<file path="src/gcr_pkg.sv">
/*
 * Constants shared by the output pin control and calibration coefficient
 * register bank: register selects, field positions, reset values.
 * Assumes a serial register port that presents a 3-bit register select.
 */
package gcr_pkg;
    localparam logic [2:0] GCR_SEL_PIN_CTRL = 3'h5;
    localparam logic [2:0] GCR_SEL_OFFSET = 3'h6;
    localparam logic [2:0] GCR_SEL_FULL_SCALE = 3'h7;
    localparam int GCR_COEF_W = 24;
    localparam int GCR_CTRL_W = 8;
    localparam int GCR_BIT_UPPER_EN = 5;
    localparam int GCR_BIT_LOWER_EN = 4;
    localparam logic [7:0] GCR_CTRL_RESET = 8'h00;
    localparam logic [23:0] GCR_OFFSET_RESET = 24'h800000;
    localparam logic [7:0] GCR_CTRL_WMASK = 8'h3f;
    localparam int GCR_SPI_BITS = 8;
endpackage

</file>
<file path="src/gcr_pin_sync.sv">
/*
 * Two-flip-flop synchroniser for a bundle of pin levels.
 * Assumes inputs are asynchronous to clk.
 */
`timescale 1ns/10ps
`default_nettype none
module gcr_pin_sync #(
    parameter int WIDTH = 4
) (
    input wire logic clk,
    input wire logic rst_b,
    input wire logic ce,
    input wire logic [WIDTH-1:0] async_in,
    output logic [WIDTH-1:0] sync_out
);
    logic [WIDTH-1:0] meta_reg;

    always_ff @(posedge clk or negedge rst_b) begin
        if (!rst_b) begin
            meta_reg <= '0;
            sync_out <= '0;
        end else if (ce) begin
            meta_reg <= async_in;
            sync_out <= meta_reg;
        end
    end
endmodule
`default_nettype wire

</file>
<file path="src/gcr_regs.sv">
/*
 * Output pin control and calibration coefficient register bank, reached
 * over a 4-wire serial port (mode 3: data shifted in on the rising edge
 * of sclk, out on the falling edge, msb first). Each frame is a command
 * byte (bit 6 = read, bits 5:3 = register select) then the data bytes.
 * Assumes sclk, cs_b, sdi and pin readback levels are asynchronous and
 * much slower than clk; they are sampled through two flip-flops.
 */
// What this block does
// - Upper pair enabled: pin 3 follows its data bit.
// - Upper pair enabled: pin 2 follows its data bit.
// - Lower pair enabled: pin 1 follows its data bit.
// - Lower pair enabled: pin 0 follows its data bit.
// - Reading control with upper pair enabled returns pin 3 and 2 levels.
// - Reading control with lower pair enabled returns pin 1 and 0 levels.
// - Offset coefficient is 24-bit read/write, resets to 0x800000.
// - Zero-scale calibration overwrites the offset coefficient.
// - Full-scale coefficient is 24-bit read/write, paired with offset.
// - Full-scale loads a per-unit factory value at power-on.
// - Full-scale calibration or a host write replaces full-scale value.
// - All registers are reached by the host only through the serial port.
// - Upper pair enable cleared returns pins 3 and 2 to analog use.
// - Lower pair enable cleared tristates pins 1 and 0.
`timescale 1ns/10ps
`default_nettype none
module gcr_regs
    import gcr_pkg::*;
#(
    parameter logic [23:0] FACTORY_FULL_SCALE = 24'h512340
) (
    input wire logic clk,
    input wire logic rst_b,
    input wire logic ce,
    input wire logic sclk,
    input wire logic cs_b,
    input wire logic sdi,
    output logic sdo,
    input wire logic [3:0] pin_in,
    output logic [3:0] pin_out,
    output logic [3:0] pin_oe,
    output logic upper_pins_analog,
    input wire logic cal_zero_done,
    input wire logic cal_full_done,
    input wire logic [23:0] cal_result,
    output logic [23:0] offset_coef,
    output logic [23:0] full_scale_coef
);
    initial begin
        if (FACTORY_FULL_SCALE[23:20] != 4'h5
                || FACTORY_FULL_SCALE[3:0] != 4'h0) begin
            $error("factory full-scale must match 0x5XXXX0");
        end
    end

    typedef enum logic [1:0] {GCR_IDLE, GCR_CMD, GCR_DATA} gcr_state_e;

    function automatic logic [4:0] gcr_len(input logic [2:0] sel);
        if (sel == GCR_SEL_OFFSET || sel == GCR_SEL_FULL_SCALE) begin
            gcr_len = 5'(GCR_COEF_W);
        end else begin
            gcr_len = 5'(GCR_SPI_BITS);
        end
    endfunction

    ////////////////////////////////////////////////////////////////////////
    logic [2:0] in_meta_reg, in_sync_reg, in_last_reg;
    logic [3:0] pin_level;
    logic sclk_rise, sclk_fall, cs_act;

    // Reset to the idle levels of the pins, so that no false sclk edge
    // or frame select is seen in the first cycles after reset.
    always_ff @(posedge clk or negedge rst_b) begin
        if (!rst_b) begin
            in_meta_reg <= 3'h7;
            in_sync_reg <= 3'h7;
            in_last_reg <= 3'h7;
        end else if (ce) begin
            in_meta_reg <= {sclk, cs_b, sdi};
            in_sync_reg <= in_meta_reg;
            in_last_reg <= in_sync_reg;
        end
    end

    assign sclk_rise = ce && in_sync_reg[2] && !in_last_reg[2];
    assign sclk_fall = ce && !in_sync_reg[2] && in_last_reg[2];
    assign cs_act = !in_sync_reg[1];

    gcr_pin_sync #(.WIDTH(4)) u_pin_sync (
        .clk(clk),
        .rst_b(rst_b),
        .ce(ce),
        .async_in(pin_in),
        .sync_out(pin_level)
    );

    ////////////////////////////////////////////////////////////////////////
    logic [7:0] ctrl_reg;
    logic upper_en, lower_en;
    logic [7:0] ctrl_view;
    assign upper_en = ctrl_reg[GCR_BIT_UPPER_EN];
    assign lower_en = ctrl_reg[GCR_BIT_LOWER_EN];

    // Disabled pairs keep the stored bits in the view.
    always_comb begin
        ctrl_view = ctrl_reg;
        if (upper_en) ctrl_view[3:2] = pin_level[3:2];
        if (lower_en) ctrl_view[1:0] = pin_level[1:0];
    end

    gcr_state_e state_reg;
    logic [4:0] cnt_reg;
    logic [2:0] sel_reg;
    logic rd_reg;
    logic [23:0] sh_reg;
    logic [23:0] tx_reg;
    logic wr_pulse;
    logic [23:0] wr_data;
    logic [23:0] rd_value;

    always_comb begin
        if (sel_reg == GCR_SEL_OFFSET) rd_value = offset_coef;
        else if (sel_reg == GCR_SEL_FULL_SCALE) rd_value = full_scale_coef;
        else if (sel_reg == GCR_SEL_PIN_CTRL) rd_value = {ctrl_view, 16'h0000};
        else rd_value = 24'h000000;
    end

    assign wr_data = {sh_reg[22:0], in_sync_reg[0]};
    assign wr_pulse = sclk_rise && cs_act && state_reg == GCR_DATA
        && cnt_reg == 5'd1 && !rd_reg;

    // Serial frame engine; the only host route to any register.
    always_ff @(posedge clk or negedge rst_b) begin
        if (!rst_b) begin
            state_reg <= GCR_IDLE;
            cnt_reg <= 5'h00;
            sel_reg <= 3'h0;
            rd_reg <= 1'b0;
            sh_reg <= 24'h000000;
            tx_reg <= 24'h000000;
            sdo <= 1'b1;
        end else if (ce) begin
            if (!cs_act) begin
                state_reg <= GCR_CMD;
                cnt_reg <= 5'(GCR_SPI_BITS);
                sdo <= 1'b1;
            end else if (sclk_rise) begin
                sh_reg <= wr_data;
                if (cnt_reg > 5'd1) begin
                    cnt_reg <= cnt_reg - 5'd1;
                end else if (state_reg == GCR_CMD) begin
                    state_reg <= GCR_DATA;
                    sel_reg <= wr_data[5:3];
                    rd_reg <= wr_data[6];
                    cnt_reg <= gcr_len(wr_data[5:3]);
                end else begin
                    state_reg <= GCR_CMD;
                    cnt_reg <= 5'(GCR_SPI_BITS);
                end
            end else if (sclk_fall && state_reg == GCR_DATA && rd_reg) begin
                if (cnt_reg == gcr_len(sel_reg)) begin
                    sdo <= rd_value[23];
                    tx_reg <= {rd_value[22:0], 1'b0};
                end else begin
                    sdo <= tx_reg[23];
                    tx_reg <= {tx_reg[22:0], 1'b0};
                end
            end
        end
    end

    ////////////////////////////////////////////////////////////////////////
    // The top two bits are forced to zero; the host must write them zero.
    always_ff @(posedge clk or negedge rst_b) begin
        if (!rst_b) begin
            ctrl_reg <= GCR_CTRL_RESET;
        end else if (ce && wr_pulse && sel_reg == GCR_SEL_PIN_CTRL) begin
            ctrl_reg <= wr_data[7:0] & GCR_CTRL_WMASK;
        end
    end

    // Converter mode is not checked: writes during conversion are the
    // host's fault and simply land.
    always_ff @(posedge clk or negedge rst_b) begin
        if (!rst_b) begin
            offset_coef <= GCR_OFFSET_RESET;
        end else if (ce) begin
            if (cal_zero_done) offset_coef <= cal_result;
            else if (wr_pulse && sel_reg == GCR_SEL_OFFSET)
                offset_coef <= wr_data;
        end
    end

    always_ff @(posedge clk or negedge rst_b) begin
        if (!rst_b) begin
            full_scale_coef <= FACTORY_FULL_SCALE;
        end else if (ce) begin
            if (cal_full_done) full_scale_coef <= cal_result;
            else if (wr_pulse && sel_reg == GCR_SEL_FULL_SCALE)
                full_scale_coef <= wr_data;
        end
    end

    ////////////////////////////////////////////////////////////////////////
    always_ff @(posedge clk or negedge rst_b) begin
        if (!rst_b) begin
            pin_out <= 4'h0;
            pin_oe <= 4'h0;
            upper_pins_analog <= 1'b1;
        end else if (ce) begin
            pin_out[3] <= ctrl_reg[3];
            pin_out[2] <= ctrl_reg[2];
            pin_out[1] <= ctrl_reg[1];
            pin_out[0] <= ctrl_reg[0];
            pin_oe[3:2] <= {2{upper_en}};
            pin_oe[1:0] <= {2{lower_en}};
            upper_pins_analog <= !upper_en;
        end
    end

    ////////////////////////////////////////////////////////////////////////
    a_upper_drive: assert property (@(posedge clk) disable iff (!rst_b)
        ce && upper_en |=> pin_oe[3] && pin_out[3] == $past(ctrl_reg[3])
        && pin_out[2] == $past(ctrl_reg[2]))
        else $error("upper pins not driven from data bits");
    a_pin2_drive: assert property (@(posedge clk) disable iff (!rst_b)
        ce && upper_en |=> pin_oe[2])
        else $error("pin 2 not enabled");
    a_lower_drive: assert property (@(posedge clk) disable iff (!rst_b)
        ce && lower_en |=> pin_oe[1:0] == 2'b11
        && pin_out[1:0] == $past(ctrl_reg[1:0]))
        else $error("lower pins not driven");
    a_lower_tristate: assert property (@(posedge clk)
        disable iff (!rst_b)
        ce && !lower_en |=> pin_oe[1:0] == 2'b00)
        else $error("lower pins driven while disabled");
    a_upper_analog: assert property (@(posedge clk)
        disable iff (!rst_b)
        ce && !upper_en |=> upper_pins_analog && pin_oe[3:2] == 2'b00)
        else $error("upper pins not analog");
    // Readback is held against the pin two cycles back, which is what
    // the synchroniser must deliver when it has run for both cycles.
    a_read_pins: assert property (@(posedge clk) disable iff (!rst_b)
        upper_en && $past(ce) && $past(ce, 2) && $past(rst_b, 2)
        |-> ctrl_view[3:2] == $past(pin_in[3:2], 2))
        else $error("upper readback not pin level");
    a_read_low: assert property (@(posedge clk) disable iff (!rst_b)
        lower_en && $past(ce) && $past(ce, 2) && $past(rst_b, 2)
        |-> ctrl_view[1:0] == $past(pin_in[1:0], 2))
        else $error("lower readback not pin level");
    a_read_stored: assert property (@(posedge clk)
        disable iff (!rst_b)
        !lower_en |-> ctrl_view[1:0] == ctrl_reg[1:0])
        else $error("disabled readback not stored");
    a_zero_cal: assert property (@(posedge clk) disable iff (!rst_b)
        ce && cal_zero_done |=> offset_coef == $past(cal_result))
        else $error("offset not loaded by calibration");
    a_full_cal: assert property (@(posedge clk) disable iff (!rst_b)
        ce && cal_full_done |=> full_scale_coef == $past(cal_result))
        else $error("full scale not loaded by calibration");
    a_top_zero: assert property (@(posedge clk) disable iff (!rst_b)
        ctrl_reg[7:6] == 2'b00)
        else $error("top control bits set");

    c_ctrl_write: cover property (@(posedge clk) disable iff (!rst_b)
        wr_pulse && sel_reg == GCR_SEL_PIN_CTRL);
    c_off_write: cover property (@(posedge clk) disable iff (!rst_b)
        wr_pulse && sel_reg == GCR_SEL_OFFSET);
    c_fs_read: cover property (@(posedge clk) disable iff (!rst_b)
        state_reg == GCR_DATA && rd_reg && sel_reg == GCR_SEL_FULL_SCALE);
    c_cal: cover property (@(posedge clk) disable iff (!rst_b)
        cal_zero_done ##[1:20] cal_full_done);
endmodule
`default_nettype wire

</file>
<file path="config.mk">
export PLATFORM = sky130hd
export DESIGN_NAME = gcr_regs
export DESIGN_NICKNAME = d
export VERILOG_FILES = /design/src/gcr_pkg.sv /design/src/gcr_pin_sync.sv /design/src/gcr_regs.sv
export SDC_FILE = /design/constraint.sdc
export NUM_CORES = 1
export LEC_CHECK = 0
export BUFFER_PORTS_ARGS = -buffer_cell sky130_fd_sc_hd__buf_2
export CAP_MARGIN = 20
export CORE_ASPECT_RATIO = 0.5
export CORE_MARGIN = 3
export CORE_UTILIZATION = 31
export CTS_BUF_LIST = sky130_fd_sc_hd__clkbuf_8
export CTS_CLUSTER_SIZE = 40
export DETAILED_ROUTE_END_ITERATION = 10
export GPL_ROUTABILITY_DRIVEN = 0
export PLACE_DENSITY = 0.55
export SLEW_MARGIN = 20
export SYNTH_ARGS = -nofsm -noshare
export SYNTH_HDL_FRONTEND = slang
export SYNTH_HIERARCHICAL = 1
export SYNTH_SLANG_ARGS = --single-unit
</file>
<file path="constraint.sdc">
create_clock -name clk -period 1.9 [get_ports clk]
set_clock_uncertainty 0.05 [all_clocks]
set_input_delay 0.285 -clock clk [delete_from_list [all_inputs] [get_ports clk]]
set_output_delay 0.285 -clock clk [all_outputs]
set_load 0.005 [all_outputs]
</file>
==> results of run 1 <==
==> cells by family after synthesis <==
kind of cell    count (synthesis)
fa+ha+maj                       3
flops                         134
buf+inv                        39
mux                           179
simple gates                   56
xor+xnor                        2
compound gates                 49
==> cell usage in the layout, fill, tap and decap left out, types with 2 or more instances in the layout <==
cell type / count
a21oi_1: 3
a221o_1: 22
a22oi_1: 6
buf_12: 11
buf_2: 92
buf_4: 30
buf_6: 3
bufinv_16: 2
clkbuf_16: 3
clkbuf_8: 20
clkinv_2: 2
clkinv_4: 3
dfrtp_1: 116
dfstp_2: 17
dlygate4sd3_1: 2
ha_4: 2
inv_1: 6
inv_6: 4
mux2_2: 125
mux2_4: 33
mux2i_1: 20
nand2_1: 10
nand4_1: 3
nor2_1: 25
nor2b_4: 3
o211ai_1: 2
o21ai_0: 7
o21ai_2: 2
==> worst register-to-register path, stage by stage (launching register included) <==
cell       delay, ns
dfrtp_1         0.38
and4bb_4        0.36
nand4_4         0.14
o31ai_4         0.26
buf_4           0.18
clkbuf_16       0.15
mux2_2          0.32
==> worst max path at each step <==
stage,start,to,slack (ns),cells after the start
3_3_place_gp,in_sync_reg[2],offset_coef[14],-0.02,5
4_1_cts,cnt_reg[0],offset_coef[11],-0.02,7
5_1_grt,cnt_reg[1],offset_coef[0],-0.12,8
3_5_place_dp,in_sync_reg[2],offset_coef[4],-0.08,5
2_1_floorplan,cnt_reg[1],offset_coef[10],-0.03,7
6_report,state_reg[0],offset_coef[18],-0.05,6
==> layout make-up <==
class                      instances  area share
clock inverter                    12      0.0170
clock buffer                      20      0.0338
sequential                       134       0.414
inverter                           7     0.00322
tap                              266      0.0408
timing repair buffer             141       0.127
multi-input combinational        289       0.364
==> what timing repair did <==
item | in CTS | in global routing
gates cloned | 1 | 3
setup buffers | 4 | 4
setup endpoints to repair | 28 | 55
pin swaps | 2 | 5
gates resized for setup | 5 | 34
hold endpoints to repair | 35 | 1
hold buffers | 1 | 1
==> layer usage <==
metal | wire [µm] | GRT usage | up-vias
li1 | - | - | 1957
met1 | 8040 | 0.198 | 2170
met2 | 7470 | 0.228 | 76
met3 | 802 | 0.0437 | 13
met4 | 151 | 0.0277 | 0
met5 | 0 | 0 | -
==> through the flow <==
| step | cells | power, W | setup TNS, ns | area (µm²) |
|---|---|---|---|---|
| 4_1_cts | 862 | 0.00827 | -0.227 | 7940 |
| 5_1_grt | 869 | 0.00876 | -2.22 | 8150 |
| 6_report | 869 | 0.00833 | -0.374 | 8150 |
| 3_5_place_dp | 824 | 0.00572 | -1.65 | 7440 |
| 2_1_floorplan | 462 | 0.00479 | -0.635 | 6440 |
| 3_3_place_gp | 824 | 0.00569 | -0.461 | 7440 |
==> report_power, final <==
group / total [W] / internal [W] / leakage [nW] / switching (W)
Combinational: 0.00216 / 0.00124 / 1.92 / 0.000919
Sequential: 0.00368 / 0.00327 / 1.72 / 0.000414
Clock: 0.00248 / 0.00129 / 0.211 / 0.00119
==> impl_metrics.json, run 1 <==
{
  "finalCriticalPeriod_ns": 1.95,
  "critPathCaptureType": "flip-flop",
  "synthMuxAreaShare": 0.318,
  "start_kind": "flip-flop",
  "yosys_warnings": 6,
  "drt_iter0_drc": 195,
  "cts_buffers": 17,
  "path_cells": "and4bb_4 > nand4_4 > o31ai_4 > buf_4 > clkbuf_16 > mux2_2",
  "whs_ns": 0.0278,
  "die_area_mm2": 0.0225,
  "cp_max_fo": 6,
  "syn_to_final_growth_pct": 27.3,
  "wl_per_cell_um": 18.9,
  "slew_headroom": 0.635,
  "multi_input_area_mm2": 0.00297,
  "yosysMostFrequentCell": "mux2_2",
  "yosys.area.top_type": "dfrtp_1",
  "numPortBuffers": 93,
  "async_flop_share": 1.00,
  "ant_nets": 0,
  "fillCellCount": 1857,
  "max_cap_violations": 0,
  "ir_drop_mv": 0.557,
  "max_stage_delay_ns": 0.38,
  "synth_simple_gate_area_frac": 0.0494,
  "utilization": 0.410,
  "synth-xor-area-share": 0.00274,
  "synth_ff_type": "dfrtp_1",
  "synthCells": 462,
  "path_buf_inv": 2,
  "clkSinkCount": 134,
  "grt_pass1_wl_mm": 25.1,
  "dr.pass1.iters": 4,
  "r2r_start": "state_reg[0]",
  "critical_path_class": "reg2reg",
  "cp_top_family": "simple AND/OR/NAND/NOR gates",
  "drive_above_1_share": 0.609,
  "cp.required_ns": 2.18,
  "ys_ff_latch": 134,
  "hold_class": "in2reg",
  "r2r_slack_ns": -0.05,
  "timing.final.crit_share": 1.02,
  "ios": 94,
  "wl_mm": 16.5,
  "grt_overflow_total": 0,
  "vias_per_cell": 4.85,
  "final_nets": 629,
  "clock_latency_ns": 0.44,
  "cts_htree_levels": 4,
  "initial_core_util": 0.322,
  "synthAdderAreaFrac": 0.00586,
  "synth_edf_count": 0,
  "hold_viol": 0,
  "timing.rr.end": "offset_coef[18]",
  "synth_commonest_cells": "mux2_2 (143), dfrtp_1 (117), nor2_1 (26)",
  "dpl.hpwl_mm": 11.0,
  "grt_setup_unrepaired": "true",
  "antenna_cells": 0,
  "slew_violations": 0,
  "reg_top3": "full_scale_coef: 24 flops, offset_coef: 24 flops",
  "hold_end": "u_pin_sync/meta_reg[3]",
  "worstPathArrival_ns": 2.22,
  "cts_tree": "built",
  "synth_fp_nets": 501,
  "track_usage": 0.144,
  "synth_compound_area_frac": 0.0649,
  "core_mm2": 0.0199,
  "yosys-top-cells-area": "dfrtp_1 (46%), mux2_2 (25%), dfstp_2 (7.0%), a221o_1 (3.4%), mux2i_1 (3.1%)",
  "clock_tree.buffer_depth": 2,
  "seq_area_mm2": 0.00338,
  "die_x_um": 209,
  "outcome": "complete, but fails checks",
  "whs_path_depth": 2,
  "antenna_found_initial": 0,
  "r2r_cells": 6,
  "syn_area_per_cell_um2": 13.9,
  "root_buffer": "clkbuf_8",
  "grt_pass1_vias": 4350,
  "synth_top_family_by_area": "multiplexers",
  "grt_max_degree": 50,
  "drcViolationCount": 0,
  "setup_ws_ns": -0.0452,
  "ys_types": 44,
  "hold_start": "pin_in[3]",
  "violations": "setup timing",
  "fp-row-count": 36,
  "fmax_mhz": 514,
  "power_leakage_nw": 3.86,
  "critPathSlowestCell": "dfrtp_1",
  "power_density_mw_per_mm2": 1020,
  "synth_top_area_share": 0.457,
  "setup_viol": 16,
  "pre_cts_slack_ns": -0.0788,
  "via_count": 4216,
  "syn_area_mm2": 0.00640,
  "yosysSeqAreaShare": 0.527,
  "clkSlewWorstSetupHoldPaths_ns": 0.09,
  "die_y_um": 108,
  "worstMarginPinSlew_ns": 0.548
}
Note: power is estimated with default switching activity, not from simulation.
==> run 2, diff against run 1 <==
CTS_BUF_LIST = not set   (was sky130_fd_sc_hd__clkbuf_8)
==> impl_metrics.json, run 2 (synthesis gave the netlist of run 1 again) <==
{
  "syn_to_final_growth_pct": 28.9,
  "path_buf_inv": 3,
  "ios": 94,
  "hold_viol": 0,
  "cp_top_family": "buffers and inverters",
  "cp.required_ns": 2.14,
  "drcViolationCount": 0,
  "max_stage_delay_ns": 0.38,
  "track_usage": 0.144,
  "reg_top3": "full_scale_coef: 24 flops, offset_coef: 24 flops",
  "slew_headroom": 0.632,
  "timing.final.crit_share": 1.01,
  "r2r_start": "cnt_reg[1]",
  "grt_pass1_vias": 4355,
  "dr.pass1.iters": 4,
  "final_cell_mix": "mux2_2 (135), dfrtp_1 (116), buf_2 (92), buf_4 (31), nor2_1 (25)",
  "cts_htree_levels": 4,
  "power_leakage_nw": 3.89,
  "root_buffer": "clkbuf_16",
  "hold_class": "in2reg",
  "power_density_mw_per_mm2": 1110,
  "pre_cts_slack_ns": -0.0788,
  "r2r_slack_ns": -0.02,
  "ir_drop_mv": 0.692,
  "hold_start": "pin_in[3]",
  "critical_path_class": "reg2reg",
  "drt_iter0_drc": 194,
  "setup_viol": 18,
  "die_y_um": 108,
  "vias_per_cell": 4.84,
  "hold_end": "u_pin_sync/meta_reg[3]",
  "worstPathArrival_ns": 2.17,
  "antenna_found_initial": 0,
  "numPortBuffers": 93,
  "violations": "setup timing",
  "max_cap_violations": 0,
  "timing.rr.end": "offset_coef[16]",
  "initial_core_util": 0.322,
  "slew_violations": 0,
  "grt_overflow_total": 0,
  "setup_ws_ns": -0.0246,
  "r2r_cells": 8,
  "dpl.hpwl_mm": 11.0,
  "core_mm2": 0.0199,
  "grt_pass1_wl_mm": 25.1,
  "critPathSlowestCell": "dfrtp_1",
  "wl_per_cell_um": 18.8,
  "clkSlewWorstSetupHoldPaths_ns": 0.06,
  "clock_latency_ns": 0.41,
  "die_area_mm2": 0.0225,
  "path_cells": "inv_2 > ha_4 > nor2b_4 > nand4_4 > o31ai_4 > buf_4 > buf_12 > mux2_2",
  "cp_max_fo": 12,
  "antenna_cells": 0,
  "whs_path_depth": 2,
  "drive_above_1_share": 0.607,
  "cts_buffers": 17,
  "clock_tree.buffer_depth": 2,
  "critPathCaptureType": "flip-flop",
  "start_kind": "flip-flop",
  "grt_max_degree": 50,
  "fp-row-count": 36,
  "finalInstanceArea_mm2": 0.00826,
  "worstMarginPinSlew_ns": 0.553,
  "ant_nets": 0,
  "outcome": "complete, but fails checks",
  "cts_tree": "built",
  "wl_mm": 16.3,
  "clkSinkCount": 134,
  "postPlaceCellArea_mm2": 0.00744,
  "via_count": 4192,
  "die_x_um": 209,
  "fmax_mhz": 520,
  "finalCriticalPeriod_ns": 1.92,
  "final_nets": 627,
  "grt_setup_unrepaired": "true",
  "layout_commonest_cell": "mux2_2"
}
-- run 2: cell types whose count changed in the layout (fill, tap and decap cells not counted), moves of 10 or more --
cell,change
clkbuf_8,-17
clkbuf_16,+15
mux2_2,+10
mux2_4,-10
-- run 2: through the flow --
step | hold slack [ns] | power [W] | TNS, ns | util | cells
floorplan | -0.0606 | 0.00479 | -0.635 | - | 462
global placement | 0.245 | 0.00569 | -0.461 | 0.375 | 824
detailed placement | 0.240 | 0.00572 | -1.65 | 0.375 | 824
CTS | 0.0372 | 0.00916 | -0.193 | 0.409 | 861
global route | 0.0464 | 0.00960 | -1.89 | 0.416 | 867
finish | 0.0573 | 0.00918 | -0.251 | 0.416 | 867
-- run 2: area by class of cell --
type	count	area, µm²
fill	1833	11600
clock buffer	20	467
timing repair buffer	139	986
clock inverter	12	139
inverter	7	26.3
tap	266	333
multi-input combinational	289	2930
sequential	134	3380
-- run 2: worst reg2reg max path, delay by kind of cell (launching register included) --
family | cells | cell delay, ns
and+or+nand+nor | 2 | 0.28
adders and majority gates | 1 | 0.13
DFF | 1 | 0.38
buffers and inverters | 3 | 0.39
AOI/OAI and AO/OA | 1 | 0.24
muxes | 1 | 0.35
-- run 2: metal layers --
| metal | share of wire | wire (µm) | global-route usage |
|---|---|---|---|
| met4 | 0.0086 | 140 | 0.0368 |
| met5 | 0 | 0 | 0 |
| met2 | 0.45 | 7360 | 0.225 |
| met1 | 0.50 | 8170 | 0.200 |
| met3 | 0.038 | 617 | 0.0376 |
-- run 2: how the worst max path moves through the flow --
stage,slack [ns],to,depth (start not counted),start
floorplan,-0.03,offset_coef[10],7,cnt_reg[1]
global placement,-0.02,offset_coef[14],5,in_sync_reg[2]
detailed placement,-0.08,offset_coef[4],5,in_sync_reg[2]
CTS,-0.02,offset_coef[9],7,cnt_reg[0]
global route,-0.11,offset_coef[20],8,cnt_reg[1]
finish,-0.02,offset_coef[16],8,cnt_reg[1]
-- run 2: power by group --
part           total [W]  switching (W)  leakage (nW)  internal (W)
Sequential       0.00369       0.000413          1.72       0.00327
Clock            0.00336        0.00130         0.298       0.00206
Combinational    0.00213       0.000913          1.87       0.00121
-- run 2: what timing repair did --
action	in CTS	in global routing
hold buffers	1	0
buffers inserted	3	5
setup endpoints to repair	28	58
gates cloned	1	2
hold endpoints to repair	35	0
pin swaps	2	4
gates resized for setup	6	25
